--- config.mk ---
export PLATFORM = sky130hd
export DESIGN_NAME = rx_modem_csr
export DESIGN_NICKNAME = d
export VERILOG_FILES = /design/src/logic/rx_csr_pkg.sv /design/src/logic/modem_status_sync.sv /design/src/logic/rx_modem_csr.sv
export SDC_FILE = /design/constraint.sdc
export NUM_CORES = 1
export LEC_CHECK = 0
export BUFFER_PORTS_ARGS = -buffer_cell sky130_fd_sc_hd__buf_2
export CORE_MARGIN = 2
export CORE_UTILIZATION = 46
export CTS_CLUSTER_DIAMETER = 200
export CTS_CLUSTER_SIZE = 25
export DETAILED_ROUTE_END_ITERATION = 7
export HOLD_SLACK_MARGIN = 0.08
export PLACE_DENSITY = 0.78
export SLEW_MARGIN = 20
export SYNTH_ARGS = -nofsm -noshare
export SYNTH_HDL_FRONTEND = slang
export SYNTH_SLANG_ARGS = --single-unit
--- constraint.sdc ---
create_clock -name CLK -period 2.1 [get_ports CLK]
set_clock_uncertainty 0.05 [all_clocks]
set_input_delay 0.105 -clock CLK [delete_from_list [all_inputs] [get_ports CLK]]
set_output_delay 0.105 -clock CLK [all_outputs]
set_load 0.02 [all_outputs]
--- src/logic/rx_csr_pkg.sv ---
// Constants and carrier types for the receiver control and status block.
// Assumes a single 200 MHz clock domain; used by all design files.
package rx_csr_pkg;

   // Register geometry
   localparam int CSR_WIDTH = 16;

   // Bit positions of receiver_control_status
   localparam int BIT_CHANGE = 15;
   localparam int BIT_RING = 14;
   localparam int BIT_CTS = 13;
   localparam int BIT_CARRIER = 12;
   localparam int BIT_ACTIVE = 11;
   localparam int BIT_SEC_RX = 10;
   localparam int BIT_DSR = 9;
   localparam int BIT_STRIP = 8;
   localparam int BIT_DONE = 7;
   localparam int BIT_RX_IE = 6;
   localparam int BIT_CHG_IE = 5;
   localparam int BIT_SEARCH = 4;
   localparam int BIT_SEC_TX = 3;
   localparam int BIT_RTS = 2;
   localparam int BIT_DTR = 1;

   // Reset values
   localparam logic [15:0] CSR_RESET = 16'h0000;
   localparam logic CTRL_RESET = 1'b0;

   // Receiver operating modes
   localparam logic [1:0] MODE_INT_SYNC = 2'h0;
   localparam logic [1:0] MODE_EXT_SYNC = 2'h1;
   localparam logic [1:0] MODE_ISOCH = 2'h2;

   // Sync character counts
   localparam logic [1:0] SYNC_ONE = 2'h1;
   localparam logic [1:0] SYNC_TWO = 2'h2;

   // Synchroniser depth
   localparam int SYNC_STAGES = 2;

   // Modem status leads
   typedef struct packed {
      logic ring;
      logic cts;
      logic carrier;
      logic sec_rx;
      logic dsr;
   } modem_in_s;

   // Writable control bits
   typedef struct packed {
      logic strip;
      logic rx_ie;
      logic chg_ie;
      logic search;
   } rx_ctrl_s;

   // Modem output controls
   typedef struct packed {
      logic sec_tx;
      logic rts;
      logic dtr;
   } modem_out_s;

   // Synchronisation search states
   typedef enum logic [2:0] {
      SRCH_IDLE = 3'b001,
      SRCH_HUNT = 3'b010,
      SRCH_LOCKED = 3'b100
   } srch_state_e;

endpackage

--- src/logic/modem_status_sync.sv ---
// Two-stage synchroniser and change detector for the modem status leads.
// Assumes leads are asynchronous to CLK; change is a one-cycle pulse.
`timescale 1ns/100ps
module modem_status_sync (
   // Clock and reset
   input wire logic CLK,
   input wire logic RESETN,
   // Raw leads
   input wire rx_csr_pkg::modem_in_s leads_raw,
   // Synchronised leads and change pulse
   output rx_csr_pkg::modem_in_s leads_sync,
   output logic change
);

   rx_csr_pkg::modem_in_s meta_reg;
   rx_csr_pkg::modem_in_s meta_next;
   rx_csr_pkg::modem_in_s stable_reg;
   rx_csr_pkg::modem_in_s stable_next;
   rx_csr_pkg::modem_in_s prev_reg;
   rx_csr_pkg::modem_in_s prev_next;
   logic change_reg;
   logic change_next;

   // First stage feeds only the second
   always_comb begin
      meta_next = leads_raw;
      stable_next = meta_reg;
      prev_next = stable_reg;
      change_next = (stable_reg != prev_reg);
   end

   always_ff @(posedge CLK or negedge RESETN) begin
      if (!RESETN) begin
         meta_reg <= '0;
         stable_reg <= '0;
         prev_reg <= '0;
         change_reg <= 1'b0;
      end else begin
         meta_reg <= meta_next;
         stable_reg <= stable_next;
         prev_reg <= prev_next;
         change_reg <= change_next;
      end
   end

   assign leads_sync = stable_reg;
   assign change = change_reg;

endmodule

--- src/logic/rx_modem_csr.sv ---
// Receiver control and status register with modem lead handling.
// Assumes processor strobes and receiver pulses are on CLK; modem leads are not.
//
// Function
// - Bit 13 reads the live clear-to-send lead, read-only.
// - Bit 12 reads the live carrier-detect lead, read-only.
// - Internal sync mode: active sets after one or two consecutive sync characters.
// - Active is read-only; cleared by init, master reset, search falling.
// - Bit 10 reads the secondary receive data lead, read-only.
// - Bit 9 reads the data-set-ready lead, read-only.
// - With strip set, error-free sync characters set no done and no interrupt.
// - Strip, both interrupt enables and search are read/write, cleared by resets.
// - Done sets on a character loaded after synchronisation, unless stripped.
// - Done is read-only; cleared by resets and the buffer read strobe.
// - Done with receive interrupt enable raises the receiver interrupt.
// - Change flag with change interrupt enable raises the receiver interrupt.
// - Internal mode: search enables the sync hunt against the sync register.
// - Isochronous mode: search only enables done generation.
// - External mode: search enables done and starts character framing at once.
// - Bit 3 is read/write and drives the secondary transmit lead.
// - Bit 1 drives data-terminal-ready toward the modem.
// - Modem output bits clear on init and master reset only when the build option says.
// - Change flag sets on any lead transition; clears on resets or status read.
`timescale 1ns/100ps
module rx_modem_csr #(
   parameter bit CLEAR_MODEM_ON_RESET = 1'b1
) (
   // Clock and reset
   input wire logic CLK,
   input wire logic RESETN,
   // Processor resets
   input wire logic INIT,
   input wire logic MASTER_RESET,
   // Register port
   input wire logic CSR_WRITE,
   input wire logic [15:0] CSR_WDATA,
   input wire logic CSR_READ,
   output logic [15:0] CSR_RDATA,
   input wire logic RX_BUFFER_READ,
   // Parameter settings
   input wire logic [1:0] MODE,
   input wire logic [1:0] SYNC_COUNT,
   // Receiver datapath
   input wire logic CHAR_LOADED,
   input wire logic CHAR_IS_SYNC,
   input wire logic CHAR_ERROR,
   output logic SYNC_HUNT,
   output logic FRAME_ENABLE,
   output logic DONE_ENABLE,
   // Modem leads
   input wire logic RING_IN,
   input wire logic CTS_IN,
   input wire logic CARRIER_IN,
   input wire logic SEC_RX_IN,
   input wire logic DSR_IN,
   output logic SEC_TX_OUT,
   output logic RTS_OUT,
   output logic DTR_OUT,
   output logic TX_PERMIT,
   // Interrupt request
   output logic RX_IRQ
);

   rx_csr_pkg::modem_in_s leads_raw;
   rx_csr_pkg::modem_in_s leads;
   logic lead_change;

   rx_csr_pkg::rx_ctrl_s ctrl_reg;
   rx_csr_pkg::rx_ctrl_s ctrl_next;
   rx_csr_pkg::modem_out_s mout_reg;
   rx_csr_pkg::modem_out_s mout_next;

   rx_csr_pkg::srch_state_e state_reg;
   rx_csr_pkg::srch_state_e state_next;
   logic [1:0] sync_cnt_reg;
   logic [1:0] sync_cnt_next;

   logic done_reg;
   logic done_next;
   logic change_reg;
   logic change_next;
   logic [15:0] rdata_reg;
   logic [15:0] rdata_next;

   logic soft_reset;
   logic search_fall;
   logic active_flag;
   logic active_next;
   logic char_stripped;
   logic done_set;
   logic [1:0] sync_target;
   logic int_mode;

   // Hit count reached for the configured sync count
   function automatic logic count_reached(input logic [1:0] cnt, input logic [1:0] target);
      count_reached = (cnt >= target);
   endfunction

   assign leads_raw.ring = RING_IN;
   assign leads_raw.cts = CTS_IN;
   assign leads_raw.carrier = CARRIER_IN;
   assign leads_raw.sec_rx = SEC_RX_IN;
   assign leads_raw.dsr = DSR_IN;

   // Modem leads into the clock domain
   modem_status_sync u_modem_sync (
      .CLK(CLK),
      .RESETN(RESETN),
      .leads_raw(leads_raw),
      .leads_sync(leads),
      .change(lead_change)
   );

   assign soft_reset = INIT | MASTER_RESET;
   assign int_mode = (MODE == rx_csr_pkg::MODE_INT_SYNC);
   assign sync_target = (SYNC_COUNT == rx_csr_pkg::SYNC_ONE) ? rx_csr_pkg::SYNC_ONE
                                                             : rx_csr_pkg::SYNC_TWO;

   // Control bits and modem outputs
   always_comb begin
      ctrl_next = ctrl_reg;
      mout_next = mout_reg;
      if (CSR_WRITE) begin
         ctrl_next.strip = CSR_WDATA[rx_csr_pkg::BIT_STRIP];
         ctrl_next.rx_ie = CSR_WDATA[rx_csr_pkg::BIT_RX_IE];
         ctrl_next.chg_ie = CSR_WDATA[rx_csr_pkg::BIT_CHG_IE];
         ctrl_next.search = CSR_WDATA[rx_csr_pkg::BIT_SEARCH];
         mout_next.sec_tx = CSR_WDATA[rx_csr_pkg::BIT_SEC_TX];
         mout_next.rts = CSR_WDATA[rx_csr_pkg::BIT_RTS];
         mout_next.dtr = CSR_WDATA[rx_csr_pkg::BIT_DTR];
      end
      if (soft_reset) begin
         ctrl_next = '0;
         if (CLEAR_MODEM_ON_RESET) begin
            mout_next = '0;
         end
      end
   end

   always_ff @(posedge CLK or negedge RESETN) begin
      if (!RESETN) begin
         ctrl_reg <= '0;
         mout_reg <= '0;
      end else begin
         ctrl_reg <= ctrl_next;
         mout_reg <= mout_next;
      end
   end

   assign search_fall = ctrl_reg.search & ~ctrl_next.search;

   // Sync search sequence for internal mode
   always_comb begin
      state_next = state_reg;
      sync_cnt_next = sync_cnt_reg;
      case (state_reg)
         rx_csr_pkg::SRCH_IDLE: begin
            sync_cnt_next = 2'h0;
            if (ctrl_reg.search && int_mode) begin
               state_next = rx_csr_pkg::SRCH_HUNT;
            end
         end
         rx_csr_pkg::SRCH_HUNT: begin
            if (CHAR_LOADED) begin
               if (CHAR_IS_SYNC) begin
                  sync_cnt_next = sync_cnt_reg + 2'h1;
                  if (count_reached(sync_cnt_reg + 2'h1, sync_target)) begin
                     state_next = rx_csr_pkg::SRCH_LOCKED;
                  end
               end else begin
                  sync_cnt_next = 2'h0;
               end
            end
         end
         rx_csr_pkg::SRCH_LOCKED: begin
            sync_cnt_next = 2'h0;
         end
         default: begin
            state_next = rx_csr_pkg::SRCH_IDLE;
            sync_cnt_next = 2'h0;
         end
      endcase
      if (soft_reset || search_fall || !int_mode || !ctrl_reg.search) begin
         state_next = rx_csr_pkg::SRCH_IDLE;
         sync_cnt_next = 2'h0;
      end
   end

   always_ff @(posedge CLK or negedge RESETN) begin
      if (!RESETN) begin
         state_reg <= rx_csr_pkg::SRCH_IDLE;
         sync_cnt_reg <= 2'h0;
      end else begin
         state_reg <= state_next;
         sync_cnt_reg <= sync_cnt_next;
      end
   end

   // Receiver active per mode; next value keeps the image in step
   always_comb begin
      if (int_mode) begin
         active_flag = (state_reg == rx_csr_pkg::SRCH_LOCKED);
         active_next = (state_next == rx_csr_pkg::SRCH_LOCKED);
      end else begin
         active_flag = ctrl_reg.search;
         active_next = ctrl_next.search;
      end
   end

   // Receiver enables toward the datapath
   always_comb begin
      SYNC_HUNT = int_mode & ctrl_reg.search & (state_reg != rx_csr_pkg::SRCH_LOCKED);
      FRAME_ENABLE = 1'b0;
      DONE_ENABLE = 1'b0;
      case (MODE)
         rx_csr_pkg::MODE_INT_SYNC: begin
            FRAME_ENABLE = active_flag;
            DONE_ENABLE = active_flag;
         end
         rx_csr_pkg::MODE_EXT_SYNC: begin
            FRAME_ENABLE = ctrl_reg.search;
            DONE_ENABLE = ctrl_reg.search;
         end
         rx_csr_pkg::MODE_ISOCH: begin
            FRAME_ENABLE = 1'b1;
            DONE_ENABLE = ctrl_reg.search;
         end
         default: begin
            FRAME_ENABLE = 1'b0;
            DONE_ENABLE = 1'b0;
         end
      endcase
   end

   // Done and change flags; a set beats a read clear in the same cycle, init and master reset beat a set
   assign char_stripped = ctrl_reg.strip & CHAR_IS_SYNC & ~CHAR_ERROR;
   assign done_set = CHAR_LOADED & DONE_ENABLE & ~char_stripped;

   always_comb begin
      done_next = done_reg;
      change_next = change_reg;
      if (RX_BUFFER_READ) begin
         done_next = 1'b0;
      end
      if (done_set) begin
         done_next = 1'b1;
      end
      if (CSR_READ) begin
         change_next = 1'b0;
      end
      if (lead_change) begin
         change_next = 1'b1;
      end
      if (soft_reset) begin
         done_next = 1'b0;
         change_next = 1'b0;
      end
   end

   always_ff @(posedge CLK or negedge RESETN) begin
      if (!RESETN) begin
         done_reg <= rx_csr_pkg::CTRL_RESET;
         change_reg <= rx_csr_pkg::CTRL_RESET;
      end else begin
         done_reg <= done_next;
         change_reg <= change_next;
      end
   end

   // Read image of the status register
   always_comb begin
      rdata_next = rx_csr_pkg::CSR_RESET;
      rdata_next[rx_csr_pkg::BIT_CHANGE] = change_next;
      rdata_next[rx_csr_pkg::BIT_RING] = leads.ring;
      rdata_next[rx_csr_pkg::BIT_CTS] = leads.cts;
      rdata_next[rx_csr_pkg::BIT_CARRIER] = leads.carrier;
      rdata_next[rx_csr_pkg::BIT_ACTIVE] = active_next;
      rdata_next[rx_csr_pkg::BIT_SEC_RX] = leads.sec_rx;
      rdata_next[rx_csr_pkg::BIT_DSR] = leads.dsr;
      rdata_next[rx_csr_pkg::BIT_STRIP] = ctrl_next.strip;
      rdata_next[rx_csr_pkg::BIT_DONE] = done_next;
      rdata_next[rx_csr_pkg::BIT_RX_IE] = ctrl_next.rx_ie;
      rdata_next[rx_csr_pkg::BIT_CHG_IE] = ctrl_next.chg_ie;
      rdata_next[rx_csr_pkg::BIT_SEARCH] = ctrl_next.search;
      rdata_next[rx_csr_pkg::BIT_SEC_TX] = mout_next.sec_tx;
      rdata_next[rx_csr_pkg::BIT_RTS] = mout_next.rts;
      rdata_next[rx_csr_pkg::BIT_DTR] = mout_next.dtr;
   end

   always_ff @(posedge CLK or negedge RESETN) begin
      if (!RESETN) begin
         rdata_reg <= rx_csr_pkg::CSR_RESET;
      end else begin
         rdata_reg <= rdata_next;
      end
   end

   assign CSR_RDATA = rdata_reg;

   // Modem control leads
   assign SEC_TX_OUT = mout_reg.sec_tx;
   assign RTS_OUT = mout_reg.rts;
   assign DTR_OUT = mout_reg.dtr;
   assign TX_PERMIT = mout_reg.rts & leads.cts;

   // Receiver interrupt request
   assign RX_IRQ = (done_reg & ctrl_reg.rx_ie) | (change_reg & ctrl_reg.chg_ie);

endmodule

Yosys cells after proc, flatten, opt, wreduce, memory -nomap -nowiden
Cells that the tools add are included.
{"block": "op_classes", "n_addsub": 1, "multipliers": 0, "div": 0, "n_lt_le_gt_ge": 1, "eq_ne": 10, "shift": 0, "n_mux": 24, "n_bitwise": 15, "n_reduce_logical": 8}
{"cell": "3-bit 2-to-1 mux", "n": 7}
{"cell": "1-bit AND", "n": 10}
{"cell": "2-bit 2-to-1 mux", "n": 5}
{"cell": "3-bit case mux with 3 select lines", "n": 1}
{"cell": "4-bit 2-to-1 mux", "n": 2}
{"cell": "1-bit 2-to-1 mux", "n": 7}
{"cell": "3-bit == test, second input constant", "n": 2}
{"cell": "3-bit != test, second input constant", "n": 2}
{"cell": "5-bit != test", "n": 1}
{"cell": "2-bit by 1-bit == test with 1-bit output, second input constant", "n": 2}
{"cell": "3-bit by 1-bit == test with 1-bit output, second input constant", "n": 1}
{"cell": "3-bit by 2-bit == test with 1-bit output, second input constant", "n": 1}
{"cell": "1-bit logical OR", "n": 3}
{"cell": "1-bit inverter", "n": 3}
{"cell": "1-bit case mux with 3 select lines", "n": 1}
{"cell": "2-bit by 1-bit adder with 2-bit output, second input constant", "n": 1}
{"cell": "2-bit == test, second input constant", "n": 1}
{"cell": "2-bit >= comparator", "n": 1}
{"cell": "1-bit logical NOT", "n": 2}
{"cell": "2-bit logical NOT", "n": 1}
{"cell": "1-bit bitwise OR", "n": 2}
{"cell": "1-bit case mux with 2 select lines", "n": 1}
{"cell": "2-bit OR reduction", "n": 1}
{"cell": "1-bit logical AND", "n": 1}
{"block": "totals", "ff_bits": 45, "latch_bits": 0, "ramBits": 0, "rom_bits": 0, "in_bits": 35, "mem_count": 0}

Logic depth before layout (Yosys ltp)
Gate-level depths: netlist of the first run.
{"block": "depth", "ltp_word": 10, "mapped_depth": 5, "mapped_depth_nobuf": 5}

Hierarchy
From an unflattened synthesis of the first run, not the netlist that was laid out.
{"block": "unflattened", "hier_cells": 118, "area_unflattened_um2": 1507.7}
{"module": "rx_modem_csr", "n_inst": 1, "cells_per_inst": 95, "area_each_um2": 1053.5}
{"module": "modem_status_sync", "n_inst": 1, "cells_per_inst": 23, "area_each_um2": 454.2}

Worst setup path before layout of the first run
Ideal clock, no wire load.
{"block": "synth_path", "kind": "flip-flop to flip-flop", "startpoint": "register sync_cnt_reg[0]", "endpoint": "register rdata_reg[11] (netlist: CSR_RDATA[11])", "setup_ns": 0.104, "arrival_time_ns": 1.394, "t_required_ns": 1.946, "slack_ns": 0.552, "path_stages_with_launch": 6, "path_buffers": 0, "synth_period_minus_slack_ns": 1.548, "path_cell_list": "dfrtp_1 -> xor2_1 -> ha_1 -> o211ai_1 -> or2_1 -> o311ai_1"}
{"block": "synth_between", "elab_chain_len": 9}
{"element": "start: declaration", "line": "rx_modem_csr.sv:75", "rtl": "logic [1:0] sync_cnt_reg;"}
{"element": "start signal: assignment", "line": "rx_modem_csr.sv:195", "rtl": "sync_cnt_reg <= sync_cnt_next;"}
{"element": "2-bit by 1-bit adder with 2-bit output", "line": "rx_modem_csr.sv:167", "rtl": "if (count_reached(sync_cnt_reg + 2'h1, sync_target)) begin"}
{"element": "2-bit >= comparator", "line": "rx_modem_csr.sv:96", "rtl": "count_reached = (cnt >= target);"}
{"element": "3-bit 2-to-1 mux", "line": "rx_modem_csr.sv:167"}
{"element": "3-bit 2-to-1 mux", "line": "rx_modem_csr.sv:165", "rtl": "if (CHAR_IS_SYNC) begin"}
{"element": "3-bit 2-to-1 mux", "line": "rx_modem_csr.sv:164", "rtl": "if (CHAR_LOADED) begin"}
{"element": "3-bit case mux with 3 select lines", "line": "rx_modem_csr.sv:156", "rtl": "case (state_reg)"}
{"element": "3-bit 2-to-1 mux", "line": "rx_modem_csr.sv:183", "rtl": "if (soft_reset || search_fall || !int_mode || !ctrl_reg.search) begin"}
{"element": "3-bit == test", "line": "rx_modem_csr.sv:203", "rtl": "active_next = (state_next == rx_csr_pkg::SRCH_LOCKED);"}
{"element": "1-bit 2-to-1 mux", "line": "rx_modem_csr.sv:201", "rtl": "if (int_mode) begin"}
{"element": "net active_next", "line": "rx_modem_csr.sv:88", "rtl": "logic active_next;"}
{"element": "end signal: assignment", "line": "rx_modem_csr.sv:292", "rtl": "rdata_reg <= rx_csr_pkg::CSR_RESET;"}
{"element": "end signal: assignment", "line": "rx_modem_csr.sv:294", "rtl": "rdata_reg <= rdata_next;"}
{"element": "end: declaration", "line": "rx_modem_csr.sv:82", "rtl": "logic [15:0] rdata_reg;"}
The timed path passes the listed nets, and every way through them passes these cells.
A chain may end at the register's enable or synchronous reset.

Worst setup path in the final report of the first run
{"block": "layout_path", "startpoint": "register state_reg[0]", "endpoint": "register rdata_reg[7] (netlist: CSR_RDATA[7])"}
{"block": "layout_between", "elab_chain_len": 6}
{"element": "start: declaration", "line": "rx_modem_csr.sv:73", "rtl": "rx_csr_pkg::srch_state_e state_reg;"}
{"element": "start signal: assignment", "line": "rx_modem_csr.sv:191", "rtl": "state_reg <= rx_csr_pkg::SRCH_IDLE;"}
{"element": "start signal: assignment", "line": "rx_modem_csr.sv:194", "rtl": "state_reg <= state_next;"}
{"element": "3-bit == test", "line": "rx_modem_csr.sv:202", "rtl": "active_flag = (state_reg == rx_csr_pkg::SRCH_LOCKED);"}
{"element": "1-bit case mux with 2 select lines", "line": "rx_modem_csr.sv:215", "rtl": "case (MODE)"}
{"element": "1-bit AND (2 in series)", "line": "rx_modem_csr.sv:237", "rtl": "assign done_set = CHAR_LOADED & DONE_ENABLE & ~char_stripped;"}
{"element": "1-bit 2-to-1 mux", "line": "rx_modem_csr.sv:245", "rtl": "if (done_set) begin"}
{"element": "1-bit 2-to-1 mux", "line": "rx_modem_csr.sv:254", "rtl": "if (soft_reset) begin"}
{"element": "net done_next", "line": "rx_modem_csr.sv:79", "rtl": "logic done_next;"}
The timed path passes the listed nets, and every way through them passes these cells.

==> impl_metrics.toml, run 1 <==
[grt]
grt_max_degree = 32
grt_usage_pct = 17.14
antenna_found_initial = 0
overflow = 0
first_global_vias = 947
grt_pass1_wl_um = 4284

[yosys]
post-synth-top-count-cell = "dfrtp_1"
yosysWarnings = 0
synth-seq-cells = 31
ys_types = 34
syn_area_per_cell_um2 = 12.09
synth_area_leaders = "dfrtp_1, ha_1, mux2i_1, buf_4, nor2_1"
synth_nets = 154
synth_edf_count = 0
syn_inst = 113
synthDominantCellAreaShare_pct = 54.95
synthTopCellsByCount = "dfrtp_1, nor2_1, buf_4, mux2i_1, ha_1"
ys_seq_area_share_pct = 56.87
synth_ff_type = "dfrtp_1"
synth_area_leader_cell = "dfrtp_1"
syn_area_mm2 = 0.001366
async_flop_share_pct = 100.0

[drt]
vias = 1013
vias_per_cell = 4.870
wl_um = 2669
drcViolationCount = 0
firstDrtPassIters = 4
ant_nets = 0
wl_per_cell_um = 12.83
drtIter0Drc = 21

[timing]
slew_violations = 0
hold_violations = 0
fin_ws_ps = 269.1
setup_viol = 0
maxSlewHeadroom_pct = 57.04
setup-tns-final_ps = 0
max_freq_ghz = 0.5462
fin_crit_ps = 1831
tightest_slew_ps = 644.3
rsz0062_at_grt = "no"
whs_ps = 119.1
final.period_utilization_pct = 87.18

[outcome]
status = "finished, final reports clean"

[pwr]
p_leak_uw = 0.0009321
pwr_density_cell_mw_per_mm2 = 635.8
vdd_drop_max_mv = 0.5082

[place]
portBuffers = 48
place_ws_ps = 456.3
dp.cells = 184
place_congestion = 0.7302
detailed_place_hpwl_um = 1947

[setup_path]
worst-endpoint-arrival_ps = 1980
worstRegToRegCells = 4
r2r_end = "CSR_RDATA[7]"
crit_path_end_kind = "flip-flop"
ff2ff_setup_slack_ps = 270
crit_fanout = 6
cp.required_ps = 2250
crit_type = "reg2reg"
r2r-start = "state_reg[0]"
setup.worst_path.start_class = "flip-flop"

[die]
num_rows = 19
dieArea_mm2 = 0.003422
chipHeight_um = 58.50
ios = 59
coreArea_mm2 = 0.002781
die_w_um = 58.50
start_util_pct = 49.12

[cts]
numCtsBuffers = 5
insertion_delay_ps = 310
postCtsSetupBuffers = 0
clkTransAtPathRegs_ps = 90
cts_tree = "done"
clock-sinks = 31
cts_buffer_depth = 2
cts.htree.levels = 2
cts-root-buf = "clkbuf_4"

[layout]
stdcell_count = 208
areaGrowthSynthToFinish_pct = 32.51
largest_register_ffs = 15
fin_nets = 217
diodes = 0
final_layout_size_suffix_gt1_share_pct = 32.77

[flow_run]
max_cap_viol_count = 0

[worst_hold_path]
min_delay_path_depth = 4
hold_start = "CHAR_IS_SYNC"
hp-class = "in2reg"
worstHoldEndpoint = "sync_cnt_reg[0]"
## worst max-delay path by stage
stage | start | to | slack [ps] | depth (start not counted)
5_1_grt | state_reg[0] | CSR_RDATA[7] | 220 | 4
2_1_floorplan | sync_cnt_reg[0] | CSR_RDATA[11] | 550 | 5
3_3_place_gp | sync_cnt_reg[0] | CSR_RDATA[11] | 480 | 5
6_report | state_reg[0] | CSR_RDATA[7] | 270 | 4
4_1_cts | state_reg[0] | CSR_RDATA[7] | 270 | 4
3_5_place_dp | sync_cnt_reg[0] | CSR_RDATA[11] | 460 | 5
## metal layers
| metal | global-route usage, % | up-vias | routed length [um] | part of all wire [%] |
|---|---|---|---|---|
| li1 | - | 506 | - | - |
| met1 | 21.37 | 465 | 1139 | 43 |
| met2 | 26.48 | 38 | 1312 | 49 |
| met3 | 8.132 | 4 | 191 | 7.2 |
| met4 | 5.316 | 0 | 26 | 0.97 |
| met5 | 0 | - | 0 | 0 |
## critical path, stage by stage, from the launching register on
cell	delay [ps]
dfstp_2	590
nand4bb_1	170
a21oi_1	120
a41o_1	240
dlygate4sd3_1	560
## layout by cell type (no fill, tap or decap), drive strengths merged, types with 2 or more instances in the layout
cell type,n
nor2,10
nand2,3
inv,3
nor2b,3
mux2i,7
nor3,4
dfrtp,30
xor2,4
clkbuf,8
or2,2
nand2b,3
buf,48
o21ai,2
nand4bb,2
dlygate4sd3,16
a21oi,4
ha,6
nor3b,3
xnor2,3
## power by group
part,switching [uW],internal (uW),leakage [uW]
logic,73.8,66.0,0.000507
clock network,183,197,0.0000386
registers,13.4,618,0.000387
total,270,881,0.000932
## through the flow
stage,power (uW),area [um^2],util [%]
after floorplan,708.5,1366,-
after global placement,755.9,1582,56.86
after detailed placement,762.2,1582,56.86
after CTS,1171,1810,65.09
after global routing,1211,1810,65.09
final,1151,1810,65.09
## logic make-up (layout without fill, tap and decap cells)
kind of cell / count (synthesis) / after routing / share of synthesized area [%]
fa+ha+maj: 6 / 6 / 5.494
xor+xnor: 7 / 7 / 4.487
compound gates: 13 / 13 / 6.503
buf+inv: 11 / 75 / 5.494
flops: 31 / 31 / 56.87
simple gates: 36 / 36 / 14.93
mux: 8 / 8 / 5.953
other cells: 1 / 1 / 0.2745
## what timing repair did
item                      in CTS  in global routing
hold endpoints to repair      44                  0
hold buffers                  16                  0
gates resized for setup        0                  0
## layout make-up
class,count,area (um^2)
well taps,31,38.79
fillers,222,970.9
flip-flops and latches,31,777.0
multi-input cells,71,514.2
clock buffers,8,68.82
inverters,3,11.26
repair buffers,64,400.4
Power figures use the tool's default switching activity.
==> run 2, diff against run 1 <==
ABC_AREA = 1   (was not set)
CORE_UTILIZATION = 47   (was 46)
PLACE_DENSITY = 0.79   (was 0.78)
==> run 2 against run 1 <==
Compared with the run above:
- clock-buffer cell count shrank 2
- combinational power grew 14%
- flip-flop and latch count is the same
- maximum frequency grew 16%
- clock power grew 28%
- largest cell class unchanged
- non-clock buffer count grew 9
- synthesized area grew 2.4%
- wire length grew 14%
- utilization grew 5.3 points
- sequential share of layout area shrank 3.2 points
- critical endpoint is now state_reg[2]
- synthesized cell count grew 27%
==> impl_metrics.toml, run 2 <==
[yosys]
syn_inst = 144
synth_edf_count = 0
synth_ff_type = "dfrtp_1"
ys_types = 25
synth_area_leaders = "dfrtp_1, nand2_1, ha_1, inv_1, a21oi_1"
synth_nets = 185
synth-seq-cells = 31
ys_seq_area_share_pct = 55.55
syn_area_mm2 = 0.001399
post-synth-top-count-cell = "dfrtp_1"
yosysWarnings = 0
async_flop_share_pct = 100.0
synthTopCellsByCount = "dfrtp_1, nand2_1, inv_1, a21oi_1, nor2_1"
synth_area_leader_cell = "dfrtp_1"
synthDominantCellAreaShare_pct = 53.67
syn_area_per_cell_um2 = 9.714

[setup_path]
crit_path_end_kind = "flip-flop"
cp.required_ps = 2280
worst-endpoint-arrival_ps = 1770
crit_fanout = 4
crit_type = "reg2reg"
setup.worst_path.start_class = "flip-flop"

[pwr]
power_frac_comb_pct = 12.5
sw_frac_of_total_pct = 23.54
intPower_uw = 974.8
vdd_drop_max_mv = 0.7897
p_leak_uw = 0.001051
seq_power_share_pct = 49.5
pwr-share-clk_pct = 38.0
power_switching_uw = 300.2
pwr_density_cell_mw_per_mm2 = 651.1

[layout]
final_common_cell = "buf_2"
final_layout_size_suffix_gt1_share_pct = 31.65
diodes = 0
final_area_mm2 = 0.001958
largest_register_ffs = 15
final_core_util_pct = 70.40
layout_common_cells = "buf_2, dfrtp_1, nand2_1, dlygate4sd3_1, inv_1"
areaGrowthSynthToFinish_pct = 39.98
fin_nets = 258

[timing]
rsz0062_at_grt = "no"
maxSlewHeadroom_pct = 56.03
hold_violations = 0
fin_crit_ps = 1585
final.period_utilization_pct = 75.48
max_freq_ghz = 0.6309
setup-tns-final_ps = 0
tightest_slew_ps = 659.5
slew_violations = 0
setup_viol = 0

[die]
coreArea_mm2 = 0.002781
start_util_pct = 50.29
num_rows = 19
dieArea_mm2 = 0.003429
ios = 59
chipHeight_um = 58.56
die_w_um = 58.56

[grt]
grt_pass1_wl_um = 4933
grt_usage_pct = 19.51
overflow = 0
first_global_vias = 1243
antenna_found_initial = 0
grt_max_degree = 32

[drt]
firstDrtPassIters = 4
vias_per_cell = 4.851
wl_per_cell_um = 12.18
drtIter0Drc = 33
wl_um = 3032
ant_nets = 0
drcViolationCount = 0
vias = 1208

[outcome]
status = "finished, final reports clean"

[place]
detailed_place_hpwl_um = 1977
place_area_mm2 = 0.001622
place_congestion = 0.7642
portBuffers = 48

[cts]
cts_resized = 0
numCtsBuffers = 5
cts.htree.levels = 2
insertion_delay_ps = 310
cts_buffer_depth = 2
clock-sinks = 31
cts_tree = "done"
clkTransAtPathRegs_ps = 110
postCtsSetupBuffers = 0
cts-root-buf = "clkbuf_4"

[worst_hold_path]
hp-class = "in2reg"

[flow_run]
max_cap_viol_count = 0
==> run 2: cell types whose count changed after synthesis, moves of 4 or more <==
cell	delta
mux2i_1	-7
nor2_2	+4
nand2_1	+26
a21oi_1	+9
inv_1	+15
nand3_1	+4
==> run 2: critical path: stages (launching register included) <==
cell,delay (ps)
dfrtp_1,440
xnor2_1,220
inv_1,80
ha_1,310
nand2_1,70
nand3_1,70
nand2_1,80
nand2_1,60
nand2_2,70
inv_1,40
==> run 2: worst paths after layout <==
path	from	endpoint	slack [ps]	cells after the start
setup reg to reg	sync_cnt_reg[0]	state_reg[2]	510	9
min in group asynchronous	RESETN	CSR_RDATA[2]	280	2
hold / removal	CSR_WRITE	CSR_RDATA[5]	150	4
hold reg to reg	u_modem_sync.meta_reg[3]	u_modem_sync.leads_sync[3]	310	0
max in group asynchronous	RESETN	CSR_RDATA[1]	1270	2
setup / recovery	sync_cnt_reg[0]	state_reg[2]	510	9
==> run 2: layer usage <==
layer  global-route usage, %  up-vias  routed length, um
met5                       0        -                  0
met4                   7.973        0                 76
met3                   7.912        8                186
met2                   33.87       36               1597
met1                   21.02      580               1173
li1                        -      584                  -
==> run 2: power by group through the flow <==
stage / registers [uW] / logic, uW / clock network (uW)
after floorplan: 654 / 57.2 / 0
after global placement: 642 / 118 / 0
after detailed placement: 644 / 122 / 0
after CTS: 632 / 157 / 498
after global routing: 635 / 176 / 524
final: 632 / 159 / 485
==> run 2: kinds of logic after synthesis <==
family	share of synthesized area [%]
xor gates and xnor gates	3.757
other	0.2681
DFF	55.55
buffers and inverters	10.11
AOI/OAI and AO/OA	7.513
adders and majority gates	5.367
and+or+nand+nor	17.44
==> run 2: layout make-up <==
type	instances	area, um^2
Fill cell	202	823.3
Sequential cell	31	777.0
Timing Repair Buffer	73	490.5
Multi-Input combinational cell	84	480.5
Inverter	22	85.08
Clock buffer	6	51.30
Tap cell	31	38.79
Clock inverter	2	35.03
==> run 2: timing repair <==
item,in CTS,in global routing
hold endpoints to repair,47,1
hold buffers,25,1
endpoints found under the setup margin,0,1
==> run 2: per-stage QoR <==
stage	total power [uW]	hold slack [ps]	cells	setup WS [ps]
after detailed placement	766.1	124.5	216	531.2
after CTS	1288	116.7	249	89.61
after floorplan	710.9	-240.6	144	670.5
after global routing	1334	174.0	249	407.4
final	1275	152.6	249	514.9
after global placement	760.6	108.1	216	587.1
